===== src/hw/rsc_pkg.sv =====
`default_nettype none
package rsc_pkg;
  localparam int unsigned CLK_PERIOD_NS = 8;

  // Register byte addresses on the bus.
  localparam logic [7:0] ADDR_THR    = 8'h00;
  localparam logic [7:0] ADDR_FLAGS  = 8'h04;
  localparam logic [7:0] ADDR_WDT    = 8'h08;
  localparam logic [7:0] ADDR_FLASH  = 8'h0c;
  localparam logic [7:0] ADDR_STATUS = 8'h10;

  localparam logic [1:0] RESP_OKAY   = 2'h0;
  localparam logic [1:0] RESP_DECERR = 2'h3;

  // Threshold select codes and their level encodings.
  localparam logic [7:0] THR_POR  = 8'h55;
  localparam logic [7:0] THR_2V55 = 8'h33;
  localparam logic [7:0] THR_3V15 = 8'h99;
  localparam logic [7:0] THR_3V80 = 8'haa;
  localparam logic [1:0] LVL_2V10 = 2'h0;
  localparam logic [1:0] LVL_2V55 = 2'h1;
  localparam logic [1:0] LVL_3V15 = 2'h2;
  localparam logic [1:0] LVL_3V80 = 2'h3;

  // Watchdog key control layout.
  localparam logic [7:0] WDT_POR = 8'h53;
  localparam int unsigned KEY_MSB = 7;
  localparam int unsigned KEY_LSB = 3;
  localparam int unsigned PER_MSB = 2;
  localparam logic [4:0] KEY_OFF = 5'h15;
  localparam logic [4:0] KEY_ON  = 5'h0a;

  // Flag and control bit positions.
  localparam int unsigned FLAG_LVR   = 2;
  localparam int unsigned FLAG_THR   = 1;
  localparam int unsigned FLAG_WDT   = 0;
  localparam int unsigned BYPASS_BIT = 4;
  localparam int unsigned STAT_TO    = 0;
  localparam int unsigned STAT_PD    = 1;
  localparam logic BYPASS_POR = 1'b0;

  // Slow oscillator tick, derived from the system clock.
  localparam int unsigned SLOW_PERIOD_NS = 31250;
  localparam int unsigned DIV_W = 12;
  localparam logic [DIV_W-1:0] SLOW_DIV_LAST =
    DIV_W'(SLOW_PERIOD_NS / CLK_PERIOD_NS - 1);
  localparam logic [1:0] KEY_TICKS = 2'h3;

  // Reset extension and supply drop qualification times.
  localparam int unsigned RSTD_NS     = 100000;
  localparam int unsigned LVR_QUAL_NS = 50000;

  typedef enum logic [1:0] {RSC_RUN, RSC_HOLD, RSC_EXTEND} rsc_state_t;
endpackage
`default_nettype wire


===== src/hw/rsc_reset_controller.sv =====
// Overview of operation
// - External reset line low resets the device and clears the program counter.
// - After the line rises, hold reset for the extension delay.
// - External line reset is a warm reset keeping part of register contents.
// - Qualified supply drop always resets and sets the supply-drop flag.
// - Supply drops no longer than the qualify time are ignored.
// - Threshold codes 55, 33, 99, aa select 2.1, 2.55, 3.15, 3.8 volts.
// - Undefined threshold code resets after 2~3 slow ticks, sets flag, restores.
// - Genuine supply-drop reset keeps the threshold select register.
// - Supply-drop reset is disabled in power-down mode.
// - Supply-drop flag at bit 2 set by hardware, cleared only by software or power-on.
// - Bad-threshold flag at bit 1 set on undefined code, software clears.
// - Flag register bits 6 to 3 read as zero.
// - Watchdog time-out while running resets like the line and sets time-out.
// - Watchdog time-out in sleep or idle clears only PC and SP.
// - Key 10101 disables watchdog, 01010 enables it, enabled after power-on.
// - Other key values reset after 2~3 slow ticks and set bad-key flag.
// - Bypass bit 4 resets to 0; when set, bus reset is ignored.
// - Bypass bit never blocks power-on reset.
// - Flash reset control bits 7 to 5 read as zero.
// - Power-on clears time-out and power-down flags; halted time-out sets both.
// - Line, supply or bus resets leave time-out and power-down flags unchanged.
//
// Decided for this implementation: the address map and the AXI4-Lite slave port.
`default_nettype none
module rsc_reset_controller
  import rsc_pkg::*;
#(
  parameter int unsigned RSTD_CYC =
    (RSTD_NS + CLK_PERIOD_NS - 1) / CLK_PERIOD_NS,
  parameter int unsigned LVR_QUAL_CYC =
    (LVR_QUAL_NS + CLK_PERIOD_NS - 1) / CLK_PERIOD_NS
)
(
  input  wire logic        clk_in,
  input  wire logic        rst_n_in,
  input  wire logic        ext_reset_line_n_in,
  input  wire logic        low_supply_in,
  input  wire logic        powerdown_mode_in,
  input  wire logic        sleep_idle_mode_in,
  input  wire logic        watchdog_timeout_in,
  input  wire logic        sie_bus_reset_in,
  input  wire logic [7:0]  axi_awaddr_in,
  input  wire logic        axi_awvalid_in,
  output logic             axi_awready_out,
  input  wire logic [31:0] axi_wdata_in,
  input  wire logic [3:0]  axi_wstrb_in,
  input  wire logic        axi_wvalid_in,
  output logic             axi_wready_out,
  output logic [1:0]       axi_bresp_out,
  output logic             axi_bvalid_out,
  input  wire logic        axi_bready_in,
  input  wire logic [7:0]  axi_araddr_in,
  input  wire logic        axi_arvalid_in,
  output logic             axi_arready_out,
  output logic [31:0]      axi_rdata_out,
  output logic [1:0]       axi_rresp_out,
  output logic             axi_rvalid_out,
  input  wire logic        axi_rready_in,
  output logic             sys_reset_out,
  output logic             cold_reset_out,
  output logic             pc_sp_clear_out,
  output logic             watchdog_enable_out,
  output logic [2:0]       watchdog_period_out,
  output logic [1:0]       threshold_level_out
);
  typedef struct packed {
    rsc_state_t       st;
    logic             cold;
    logic             ext_meta;
    logic             ext_sync;
    logic             lvd_meta;
    logic             lvd_sync;
    logic [7:0]       thr_code;
    logic [7:0]       wdt_ctrl;
    logic             bypass;
    logic             lvr_flag;
    logic             thr_flag;
    logic             wdt_flag;
    logic             to_flag;
    logic             pd_flag;
    logic             pc_clear;
    logic [DIV_W-1:0] div;
    logic [1:0]       thr_cnt;
    logic [1:0]       wdt_cnt;
    logic             aw_got;
    logic             w_got;
    logic [7:0]       awaddr;
    logic [7:0]       wdata;
    logic             wstb;
    logic             bvalid;
    logic [1:0]       bresp;
    logic             rvalid;
    logic [7:0]       rdata;
    logic [1:0]       rresp;
  } rsc_ctl_t;
  // The line synchroniser idles high so a power-on does not add a warm reset.
  localparam rsc_ctl_t RST_VAL = '{
    st:       RSC_HOLD,
    cold:     1'b1,
    ext_meta: 1'b1,
    ext_sync: 1'b1,
    thr_code: THR_POR,
    wdt_ctrl: WDT_POR,
    bypass:   BYPASS_POR,
    default:  '0
  };
  rsc_ctl_t s_ff;
  rsc_ctl_t nxt_s;
  logic lvr_done;
  logic ext_done;
  logic ext_low;
  logic thr_bad;
  logic wdt_bad;
  logic thr_fire;
  logic wdt_fire;
  logic wdt_en;
  logic wdt_to_run;
  logic wdt_to_halt;
  logic sie_rst;
  logic req;
  logic restore_thr;
  logic slow_tick;
  logic wr_fire;
  // Power-down masks the detector before the qualification count.
  rsc_hold_filter #(
    .CYCLES (LVR_QUAL_CYC + 1)
  ) u_lvr_qual (
    .clk_in   (clk_in),
    .rst_n_in (rst_n_in),
    .level_in (s_ff.lvd_sync && !powerdown_mode_in),
    .done_out (lvr_done)
  );
  rsc_hold_filter #(
    .CYCLES (RSTD_CYC)
  ) u_extend (
    .clk_in   (clk_in),
    .rst_n_in (rst_n_in),
    .level_in ((s_ff.st == RSC_EXTEND) && !req),
    .done_out (ext_done)
  );
  assign ext_low     = !s_ff.ext_sync;
  assign thr_bad     = !(s_ff.thr_code inside
                         {THR_POR, THR_2V55, THR_3V15, THR_3V80});
  assign wdt_bad     = !(s_ff.wdt_ctrl[KEY_MSB:KEY_LSB] inside
                         {KEY_OFF, KEY_ON});
  assign wdt_en      = (s_ff.wdt_ctrl[KEY_MSB:KEY_LSB] == KEY_ON);
  assign thr_fire    = (s_ff.thr_cnt == KEY_TICKS);
  assign wdt_fire    = (s_ff.wdt_cnt == KEY_TICKS);
  assign wdt_to_run  = watchdog_timeout_in && wdt_en
                       && !sleep_idle_mode_in;
  assign wdt_to_halt = watchdog_timeout_in && wdt_en
                       && sleep_idle_mode_in;
  assign sie_rst     = sie_bus_reset_in && !s_ff.bypass;
  assign slow_tick   = (s_ff.div == SLOW_DIV_LAST);
  assign wr_fire     = s_ff.aw_got && s_ff.w_got;
  // A supply drop alone leaves the threshold code where it was.
  assign restore_thr = !rst_n_in || ext_low || wdt_to_run || thr_fire
                       || wdt_fire || sie_rst;
  assign req = restore_thr || lvr_done;
  always_comb
  begin
    nxt_s = s_ff;
    nxt_s.ext_meta = ext_reset_line_n_in;
    nxt_s.ext_sync = s_ff.ext_meta;
    nxt_s.lvd_meta = low_supply_in;
    nxt_s.lvd_sync = s_ff.lvd_meta;
    nxt_s.pc_clear = wdt_to_halt;
    nxt_s.div = slow_tick ? '0 : s_ff.div + 1'b1;
    // The tick phase is free running, so three ticks give 2~3 periods.
    if (!thr_bad)
      nxt_s.thr_cnt = '0;
    else if (slow_tick && !thr_fire)
      nxt_s.thr_cnt = s_ff.thr_cnt + 1'b1;
    if (!wdt_bad)
      nxt_s.wdt_cnt = '0;
    else if (slow_tick && !wdt_fire)
      nxt_s.wdt_cnt = s_ff.wdt_cnt + 1'b1;
    case (s_ff.st)
      RSC_RUN:
        if (req)
          nxt_s.st = RSC_HOLD;
      RSC_HOLD:
        if (!req)
          nxt_s.st = RSC_EXTEND;
      RSC_EXTEND:
        if (req)
          nxt_s.st = RSC_HOLD;
        else if (ext_done)
        begin
          nxt_s.st = RSC_RUN;
          nxt_s.cold = 1'b0;
        end
      default:
        nxt_s.st = RSC_HOLD;
    endcase
    // Write channel: address and data are taken in either order.
    if (axi_awvalid_in && axi_awready_out)
    begin
      nxt_s.aw_got = 1'b1;
      nxt_s.awaddr = axi_awaddr_in;
    end
    if (axi_wvalid_in && axi_wready_out)
    begin
      nxt_s.w_got = 1'b1;
      nxt_s.wdata = axi_wdata_in[7:0];
      nxt_s.wstb  = axi_wstrb_in[0];
    end
    if (s_ff.bvalid && axi_bready_in)
      nxt_s.bvalid = 1'b0;
    if (wr_fire)
    begin
      nxt_s.aw_got = 1'b0;
      nxt_s.w_got  = 1'b0;
      nxt_s.bvalid = 1'b1;
      nxt_s.bresp  = RESP_OKAY;
      case (s_ff.awaddr)
        ADDR_THR:
          if (s_ff.wstb)
            nxt_s.thr_code = s_ff.wdata;
        ADDR_FLAGS:
          if (s_ff.wstb)
          begin
            nxt_s.lvr_flag = s_ff.wdata[FLAG_LVR];
            nxt_s.thr_flag = s_ff.wdata[FLAG_THR];
            nxt_s.wdt_flag = s_ff.wdata[FLAG_WDT];
          end
        ADDR_WDT:
          if (s_ff.wstb)
            nxt_s.wdt_ctrl = s_ff.wdata;
        ADDR_FLASH:
          if (s_ff.wstb)
            nxt_s.bypass = s_ff.wdata[BYPASS_BIT];
        ADDR_STATUS:
          nxt_s.bresp = RESP_OKAY;
        default:
          nxt_s.bresp = RESP_DECERR;
      endcase
    end
    // Read channel answers one cycle after the address is taken.
    if (s_ff.rvalid && axi_rready_in)
      nxt_s.rvalid = 1'b0;
    if (axi_arvalid_in && axi_arready_out)
    begin
      nxt_s.rvalid = 1'b1;
      nxt_s.rresp  = RESP_OKAY;
      nxt_s.rdata  = '0;
      case (axi_araddr_in)
        ADDR_THR:
          nxt_s.rdata = s_ff.thr_code;
        ADDR_FLAGS:
        begin
          nxt_s.rdata[FLAG_LVR] = s_ff.lvr_flag;
          nxt_s.rdata[FLAG_THR] = s_ff.thr_flag;
          nxt_s.rdata[FLAG_WDT] = s_ff.wdt_flag;
        end
        ADDR_WDT:
          nxt_s.rdata = s_ff.wdt_ctrl;
        ADDR_FLASH:
          nxt_s.rdata[BYPASS_BIT] = s_ff.bypass;
        ADDR_STATUS:
        begin
          nxt_s.rdata[STAT_TO] = s_ff.to_flag;
          nxt_s.rdata[STAT_PD] = s_ff.pd_flag;
        end
        default:
          nxt_s.rresp = RESP_DECERR;
      endcase
    end
    // Hardware sets follow the software write so a set is never lost.
    if (lvr_done)
      nxt_s.lvr_flag = 1'b1;
    if (thr_bad)
      nxt_s.thr_flag = 1'b1;
    if (wdt_bad)
      nxt_s.wdt_flag = 1'b1;
    if (wdt_to_run || wdt_to_halt)
      nxt_s.to_flag = 1'b1;
    if (wdt_to_halt)
      nxt_s.pd_flag = 1'b1;
    if (restore_thr)
      nxt_s.thr_code = THR_POR;
    if (req)
    begin
      nxt_s.wdt_ctrl = WDT_POR;
      nxt_s.bypass   = BYPASS_POR;
    end
  end
  // Power-on alone brings back the flags and the cold marker.
  always_ff @(posedge clk_in)
  begin
    if (!rst_n_in)
      s_ff <= RST_VAL;
    else
      s_ff <= nxt_s;
  end
  // Assertion of reset is combinational from the merged request, so it
  // arrives in the same cycle; release waits for the clocked state machine.
  assign sys_reset_out       = req || (s_ff.st != RSC_RUN);
  assign cold_reset_out      = s_ff.cold;
  assign pc_sp_clear_out     = s_ff.pc_clear;
  assign watchdog_enable_out = wdt_en;
  assign watchdog_period_out = s_ff.wdt_ctrl[PER_MSB:0];
  assign axi_awready_out     = !s_ff.aw_got && !s_ff.bvalid;
  assign axi_wready_out      = !s_ff.w_got && !s_ff.bvalid;
  assign axi_bvalid_out      = s_ff.bvalid;
  assign axi_bresp_out       = s_ff.bresp;
  assign axi_arready_out     = !s_ff.rvalid;
  assign axi_rvalid_out      = s_ff.rvalid;
  assign axi_rresp_out       = s_ff.rresp;
  assign axi_rdata_out       = {24'h0, s_ff.rdata};
  always_comb
  begin
    case (s_ff.thr_code)
      THR_2V55: threshold_level_out = LVL_2V55;
      THR_3V15: threshold_level_out = LVL_3V15;
      THR_3V80: threshold_level_out = LVL_3V80;
      default:  threshold_level_out = LVL_2V10;
    endcase
  end
endmodule
`default_nettype wire


===== src/hw/rsc_hold_filter.sv =====
`default_nettype none
module rsc_hold_filter
  import rsc_pkg::*;
#(
  parameter int unsigned CYCLES = 1
)
(
  input  wire logic clk_in,
  input  wire logic rst_n_in,
  input  wire logic level_in,
  output logic      done_out
);
  localparam int unsigned CW = $clog2(CYCLES + 1);

  typedef struct packed {
    logic [CW-1:0] cnt;
  } rsc_hold_t;

  rsc_hold_t s_ff;
  rsc_hold_t nxt_s;

  // The count saturates so a long level keeps done high without wrapping.
  always_comb
  begin
    nxt_s = s_ff;
    if (!level_in)
      nxt_s.cnt = '0;
    else if (s_ff.cnt != CW'(CYCLES))
      nxt_s.cnt = s_ff.cnt + 1'b1;
  end

  always_ff @(posedge clk_in)
  begin
    if (!rst_n_in)
      s_ff <= '0;
    else
      s_ff <= nxt_s;
  end

  assign done_out = (s_ff.cnt == CW'(CYCLES));
endmodule
`default_nettype wire


===== config.mk =====
export PLATFORM = sky130hd
export DESIGN_NAME = rsc_reset_controller
export DESIGN_NICKNAME = d
export VERILOG_FILES = /design/src/hw/rsc_pkg.sv /design/src/hw/rsc_reset_controller.sv /design/src/hw/rsc_hold_filter.sv
export SDC_FILE = /design/constraint.sdc
export NUM_CORES = 1
export LEC_CHECK = 0
export ABC_CLOCK_PERIOD_IN_PS = 6200
export CAP_MARGIN = 20
export CORE_ASPECT_RATIO = 0.5
export CORE_MARGIN = 2
export CORE_UTILIZATION = 44
export CTS_BUF_LIST = sky130_fd_sc_hd__clkbuf_8 sky130_fd_sc_hd__clkbuf_16
export DETAILED_ROUTE_END_ITERATION = 10
export DONT_BUFFER_PORTS = 1
export PLACE_DENSITY_LB_ADDON = 0.05
export RECOVER_POWER = 50
export SLEW_MARGIN = 30
export SYNTH_ARGS = -nofsm -noshare
export SYNTH_HDL_FRONTEND = slang
export SYNTH_HIERARCHICAL = 1
export SYNTH_SLANG_ARGS = --single-unit

===== constraint.sdc =====
create_clock -name clk_in -period 6.2 [get_ports clk_in]
set_input_delay 0.31 -clock clk_in [delete_from_list [all_inputs] [get_ports clk_in]]
set_output_delay 0.31 -clock clk_in [all_outputs]
set_load 0.03 [all_outputs]

# Word-level counts from Yosys, hierarchy flattened

Cells that the tools add are included.
W data, S select, Z words.

Add/subtract/negate cells: 5
Eq/ne operators: 32
Mux-type cells: 23
Bitwise logic cells: 2
Reductions and logical operators: 65

Operator list:

| kind                    | number |
|---|---|
| $eq A8 B4 Y1 const B    | 4 |
| $reduce_and A3 Y1       | 8 |
| $eq A8 B3 Y1 const B    | 2 |
| $eq A8 B5 Y1 const B    | 2 |
| $eq A8 B8 Y1 const B    | 2 |
| $logic_and A1 B1 Y1     | 16 |
| $logic_not A8 Y1        | 2 |
| $mux W3                 | 5 |
| $add A14 B1 Y14 const B | 1 |
| $eq A14 B14 Y1 const B  | 1 |
| $ne A14 B14 Y1 const B  | 1 |
| $reduce_bool A2 Y1      | 7 |
| $add A13 B1 Y13 const B | 1 |
| $eq A13 B13 Y1 const B  | 1 |
| $ne A13 B13 Y1 const B  | 1 |
| $add A12 B1 Y12 const B | 1 |
| $eq A12 B12 Y1 const B  | 1 |
| $logic_not A1 Y1        | 12 |
| $ne A2 B2 Y1 const B    | 6 |
| $pmux W2 S3             | 2 |
| $reduce_or A2 Y1        | 6 |
| $mux W11                | 1 |
| $mux W2                 | 5 |
| $reduce_or A5 Y1        | 2 |
| other kinds (19)        | 37 |

Register bits after elaboration: 106
Input bits: 65
Logic and storage cells: 157

# Depth between registers and ports, before layout

Gate-level depths: netlist of the first run.

Word-level depth: 11
Mapped depth: 10

# Cells and area by module

Netlist of the first run, hierarchy kept.

Modules (own cells, without submodules):

| module                       | instances | cells each | area each (um^2) |
|---|---|---|---|
| rsc_reset_controller         | 1         | 406        | 3,603.5 |
| rsc_hold_filter (u_extend)   | 1         | 83         | 709.4 |
| rsc_hold_filter (u_lvr_qual) | 1         | 75         | 654.4 |

# Worst setup path after synthesis of the first run

No wires, ideal clock.

Kind: register -> output
From: register s_ff[64] (netlist name)
To: output threshold_level_out[1]
Arrival time: 2,116 ps
Required time: 5,890 ps
Path slack: 3,774 ps
Stages on the path, launching flop included: 4
Buffers on the path: 0
Path through: dfxtp_1 -> nor2_1 -> nand3_1 -> a2111oi_0

RTL lines:

| element   | RTL line                   | text |
|---|---|---|
| to (decl) | rsc_reset_controller.sv:65 | `output logic [1:0] threshold_level_out` |

# Worst setup path after layout of the first run

From: register u_lvr_qual/s_ff[4] in the netlist's numbering
To: output sys_reset_out

Cells in the longest elaborated chain, start to end: 3

RTL lines:

| element                | RTL line                    | text |
|---|---|---|
| from (decl)            | rsc_hold_filter.sv:19       | `rsc_hold_t s_ff;` |
| from (signal assigned) | rsc_hold_filter.sv:37       | `s_ff <= nxt_s;` |
| $eq A13 B13 Y1         | rsc_hold_filter.sv:40       | `assign done_out = (s_ff.cnt == CW'(CYCLES));` |
| named net lvr_done     | rsc_reset_controller.sv:110 | `logic lvr_done;` |
| $logic_or A1 B1 Y1     | rsc_reset_controller.sv:160 | `assign req = restore_thr \|\| lvr_done;` |
| $logic_or A1 B1 Y1     | rsc_reset_controller.sv:299 | `assign sys_reset_out = req \|\| (s_ff.st != RSC_RUN);` |
| to (decl)              | rsc_reset_controller.sv:60  | `output logic sys_reset_out,` |

The timed path passes the listed nets, and every way through them passes these cells.

==> results.cfg, run 1 <==
[clock_tree]
post-cts-setup-buffer-count = 0
htreeDepth = 3
ctsResizeCount = 0
root_buffer = clkbuf_16
cts_tree = yes
hold_buffers = 0
cts.path.max_buffers = 2
clock_sinks = 104
cts_buffers = 9
clkSlewWorstSetupHoldPaths_ns = 0.07
worstSkewPairLatency_ns = 0.34

[global_route]
grt_pass1_wl_mm = 16.8
grt_pass1_vias = 3355
grt_usage_pct = 17.2
grt_max_degree = 36
grt_antenna_before_repair = 0
grt-ovfl-total = 0

[finish]
layout.cells.most_common = dfxtp_1
nets = 618
fill_cells = 1115
layout.cells.most_common_list = dfxtp_1, nand2_1, nor2_1
fin_util_pct = 47.0
diodes = 0
area_growth_pct = 4.31
multi_input_area_um2 = 2540
drive_gt1_share_pct = 4.90
seqCellArea_um2 = 2080
finalNonFillerCells = 696

[drt]
drtIter0Drc = 126
antenna_left = 0
firstDrtPassIters = 4
num_vias = 3634
wl_per_cell_um = 14.7
viasPerCell = 5.22
routed_wl_mm = 10.2
drc = 0

[floorplan]
pin_count = 115
die_h_um = 79.1
start_util_pct = 45.1
rows = 27
die_area_um2 = 12200
core_um2 = 11000
die_w_um = 154

[worst_setup_path]
reg2regPathDepth = 10
r2r_slack_ns = 3.67
path_class = register to primary output
cp_max_fo = 10
rr_startpoint = u_lvr_qual/s_ff[0]
worstSetupStartpoint = u_lvr_qual/s_ff[4]
cp-end-kind = primary output
crit_end = sys_reset_out
cp_data_arrival_time_ns = 2.27
r2r-end = u_extend/s_ff[3]
critPathLaunchType = register
required_ns = 5.89

[timing]
finClkSkew_ns = 0.00494
worstMarginPinSlew_ns = 0.891
slew_headroom_pct = 40.5
tns_ns = 0
fin_ws_ns = 3.62
setup_viol = 0
fin_crit_ns = 2.58
fmax_mhz = 387
rsz0062_at_grt = no
hold_violations = 0
slew_violations = 0
finalCritPeriodShare_pct = 41.7

[yosys]
yosysSeqAreaShare_pct = 41.9
synthArstFlopShare_pct = 0
synth-edff-count = 0
ys_warn_count = 6
ys_seq_elements = 104
avgSynthCellArea_um2 = 8.81
netlist_instances = 564
synth_area_um2 = 4970
synth_cell_types = 59
synth-main-ff-cell = dfxtp_1

[hold_path]
hp-class = input pin to register
whs_path_depth = 1

[place]
place_ws_ns = 3.71
dpl.hpwl_mm = 7.45
place_congestion = 0.782
portBuffers = 0
dp_cells = 680

[job]
max_cap_violations = 0

[power_and_ir_drop]
p_leak_nw = 1.73
total_power_mw = 1.36
peakVddDrop_uv = 122
power.density_nw_per_um2 = 262

[status]
status = finished clean
-- metal layers --
layer  vias to the layer above  global-route usage, %  routed length (µm)
li1                       1905                      -                   -
met1                      1666                   21.2                4950
met2                        57                   28.9                4640
met3                         6                   6.44                 555
met4                         0                   3.80                  56
met5                         -                      0                   0
-- layout make-up --
class                           count  area share [%]
Multi-Input combinational cell    414            49.1
Sequential cell                   104            40.2
Clock buffer                       11            4.88
Tap cell                          145            3.50
Inverter                           14            1.01
Clock inverter                      5           0.918
Timing Repair Buffer                3           0.435
-- per-stage QoR --
stage	hold WS (ns)	cell area, µm²
6_report	0.0471	5180
5_1_grt	0.0400	5180
4_1_cts	0.0352	5200
3_5_place_dp	0.390	4900
3_3_place_gp	0.387	4900
2_1_floorplan	0.386	5050
-- sequential cells by signal, summed over array words and instances (netlist names) --
name / cells
axi_bresp_out: 1
axi_bvalid_out: 1
axi_rdata_out: 8
axi_rresp_out: 1
axi_rvalid_out: 1
cold_reset_out: 1
nxt_s: 2
pc_sp_clear_out: 1
s_ff: 58
u_extend/s_ff: 14
u_lvr_qual/s_ff: 13
watchdog_period_out: 3
-- worst min path at each step --
stage,from,end
after floorplan,nxt_s[74],s_ff[74]
after global placement,rst_n_in,nxt_s[74]
after detailed placement,rst_n_in,nxt_s[74]
after CTS,rst_n_in,nxt_s[74]
after global routing,rst_n_in,s_ff[74]
final,rst_n_in,nxt_s[74]
-- synth_stat cells (8+ instances only) --
| library cell | instances | area (µm²) |
|---|---|---|
| nand2b_1 | 12 | 75.1 |
| or3_1 | 8 | 50.1 |
| a21oi_1 | 42 | 210 |
| o21ai_0 | 11 | 55.1 |
| nor2_1 | 45 | 169 |
| nand3_1 | 29 | 145 |
| dfxtp_1 | 104 | 2080 |
| buf_4 | 39 | 293 |
| mux2i_1 | 37 | 370 |
| clkbuf_1 | 14 | 52.6 |
| nor4_1 | 11 | 68.8 |
| xor2_1 | 11 | 96.3 |
| inv_1 | 13 | 48.8 |
| nand2_1 | 72 | 270 |
-- power by group --
| group | switching [mW] | total, mW | internal, mW |
|---|---|---|---|
| sequential | 0.0202 | 0.703 | 0.683 |
| clock | 0.242 | 0.573 | 0.331 |
| combinational | 0.0580 | 0.0796 | 0.0216 |
| total | 0.320 | 1.36 | 1.04 |
-- kinds of logic (layout without fill, tap and decap cells) --
family                   after synthesis  after routing  share of synthesized area (%)
XOR/XNOR                              15             15                           2.64
AO/OA/AOI/OAI                         91             91                           11.4
adder cells (fa/ha/maj)                7              7                           1.76
buffers and inverters                 69             33                           8.31
flip-flops                           104            104                           41.9
AND/OR/NAND/NOR                      239            239                           26.2
other                                  1             24                         0.0755
multiplexers                          38             38                           7.68
-- critical path, cell delays in order (launching register included) --
cell	delay [ns]
dfxtp_1	0.35
or4_1	0.62
nor3_1	0.18
inv_1	0.17
o211ai_1	0.12
buf_4	0.20
or3_1	0.30
(Power assumes the default switching activity.)
==> inputs of run 2 (changes only) <==
--- a/config.mk
+++ b/config.mk
@@ -5,7 +5,7 @@
 export SDC_FILE = /design/constraint.sdc
 export NUM_CORES = 1
 export LEC_CHECK = 0
-export ABC_CLOCK_PERIOD_IN_PS = 6200
+export ABC_CLOCK_PERIOD_IN_PS = 2600
 export CAP_MARGIN = 20
 export CORE_ASPECT_RATIO = 0.5
 export CORE_MARGIN = 2
==> constraint.sdc (replaced) <==
create_clock -name clk_in -period 2.6 [get_ports clk_in]
set_input_delay 0.13 -clock clk_in [delete_from_list [all_inputs] [get_ports clk_in]]
set_output_delay 0.13 -clock clk_in [all_outputs]
set_load 0.03 [all_outputs]
==> run 2 against run 1 <==
Power is 140% higher; global-route usage is 0.81 points higher; core utilization is 2.5 points higher; flip-flop and latch count stayed put; register-to-register slack worse by 3.2 ns; routed wire length is 3.7% higher; clock skew is 0.0046 ns higher; non-clock buffer count is 29 higher; critical path type unchanged; critical endpoint unchanged; largest cell class unchanged.
==> results.cfg, run 2 (synthesized netlist as in run 1, its figures left out) <==
[status]
status = finished clean

[worst_setup_path]
cp_data_arrival_time_ns = 2.24
cp_max_fo = 9
r2r-end = u_extend/s_ff[13]
worstSetupStartpoint = u_lvr_qual/s_ff[4]
reg2regPathDepth = 9
cp-end-kind = primary output
crit_end = sys_reset_out
r2r_slack_ns = 0.47
critPathLaunchType = register
rr_startpoint = u_lvr_qual/s_ff[0]
path_class = register to primary output
required_ns = 2.47

[finish]
reg_top3 = s_ff (58), u_extend/s_ff (14), u_lvr_qual/s_ff (13)
layout.cells.most_common_list = dfxtp_1, nand2_1, nor2_1
area_growth_pct = 9.90
nets = 647
drive_gt1_share_pct = 6.55
fill_cells = 1059
layout.cells.most_common = dfxtp_1
fin_util_pct = 49.6
largest_register_ffs = 58
diodes = 0
largest-register = s_ff

[global_route]
grt-ovfl-total = 0
grt_max_degree = 25
grt_usage_pct = 18.0
grt_pass1_vias = 3580
grt_antenna_before_repair = 0
grt_pass1_wl_mm = 17.6

[timing]
finClkSkew_ns = 0.00956
worstMarginPinSlew_ns = 0.693
slew_headroom_pct = 53.4
hold_violations = 0
setup_viol = 0
rsz0062_at_grt = no
fin_crit_ns = 2.37
fmax_mhz = 422
tns_ns = 0
finalCritPeriodShare_pct = 91.2
fin_ws_ns = 0.228
slew_violations = 0

[floorplan]
core_um2 = 11000
die_h_um = 79.1
pin_count = 115
die_w_um = 154
start_util_pct = 45.1
die_area_um2 = 12200
rows = 27

[drt]
routed_wl_mm = 10.6
antenna_left = 0
num_vias = 3843
viasPerCell = 5.30
firstDrtPassIters = 4
wl_per_cell_um = 14.6
drc = 0
drtIter0Drc = 114

[place]
place_ws_ns = 0.366
dpl.hpwl_mm = 7.49
portBuffers = 0
place_congestion = 0.789

[clock_tree]
worstSkewPairLatency_ns = 0.35
clock_sinks = 104
post-cts-setup-buffer-count = 0
cts_buffers = 9
clkSlewWorstSetupHoldPaths_ns = 0.08
root_buffer = clkbuf_16
htreeDepth = 3
cts.path.max_buffers = 2
cts_tree = yes

[hold_path]
hp-class = input pin to register

[power_and_ir_drop]
power.density_nw_per_um2 = 591
peakVddDrop_uv = 310
p_leak_nw = 1.83

[job]
max_cap_violations = 0
==> run 2: cell types whose count changed in the layout (fill, tap and decap cells not counted), moves of 2 or more <==
cell / delta
dlygate4sd3_1: +23
inv_6: +3
inv_1: -2
clkinv_2: -2
buf_4: +5
clkinv_4: +2
==> run 2: power by group <==
part	leakage, nW	switching (mW)	internal [mW]
clock	0.140	0.634	0.690
combinational	0.847	0.149	0.0749
sequential	0.844	0.0484	1.63
total	1.83	0.830	2.39
==> run 2: final cells by class <==
type	count	area [µm²]	share of cell area, %
inverter	14	52.6	0.963
timing repair buffer	32	294	5.39
sequential	104	2080	38.1
tap	145	181	3.32
clock buffer	10	239	4.38
multi-input combinational	414	2560	46.9
clock inverter	6	51.3	0.940
==> run 2: what timing repair did <==
| action | 4_1_cts | 5_1_grt |
|---|---|---|
| setup endpoints to repair | 0 | 1 |
| hold buffers | 23 | 0 |
| endpoints found under the hold margin | 29 | 0 |
| gates resized for setup | 0 | 3 |
==> run 2: layer usage <==
| layer | track usage, % | part of all wire [%] |
|---|---|---|
| met4 | 5.19 | 0.87 |
| met5 | 0 | 0 |
| met1 | 22.7 | 49 |
| met2 | 30.6 | 46 |
| met3 | 4.86 | 4.0 |
==> run 2: how the worst min path moves through the flow <==
| stage | to | from | depth (start not counted) |
|---|---|---|---|
| after global placement | nxt_s[74] | rst_n_in | 1 |
| after floorplan | nxt_s[74] | ext_reset_line_n_in | 1 |
| after CTS | axi_rdata_out[2] | axi_araddr_in[2] | 3 |
| after global routing | s_ff[36] | rst_n_in | 2 |
| after detailed placement | nxt_s[74] | rst_n_in | 1 |
| final | s_ff[36] | rst_n_in | 2 |
==> run 2: metrics by stage <==
stage | hold slack, ns | cells | total power [mW] | instance area, µm²
after global placement | 0.207 | 686 | 1.91 | 4950
after CTS | 0.0102 | 725 | 3.27 | 5470
after floorplan | 0.231 | 587 | 1.92 | 5050
after detailed placement | 0.211 | 686 | 1.91 | 4950
after global routing | 0.0253 | 725 | 3.36 | 5460
final | 0.0169 | 725 | 3.22 | 5460
==> run 2: worst max-delay path, cell delays in order (launching register included) <==
cell      delay (ns)
dfxtp_1         0.35
or4_4           0.57
nor3_1          0.15
inv_1           0.17
o211ai_1        0.21
buf_4           0.25
or3_4           0.19
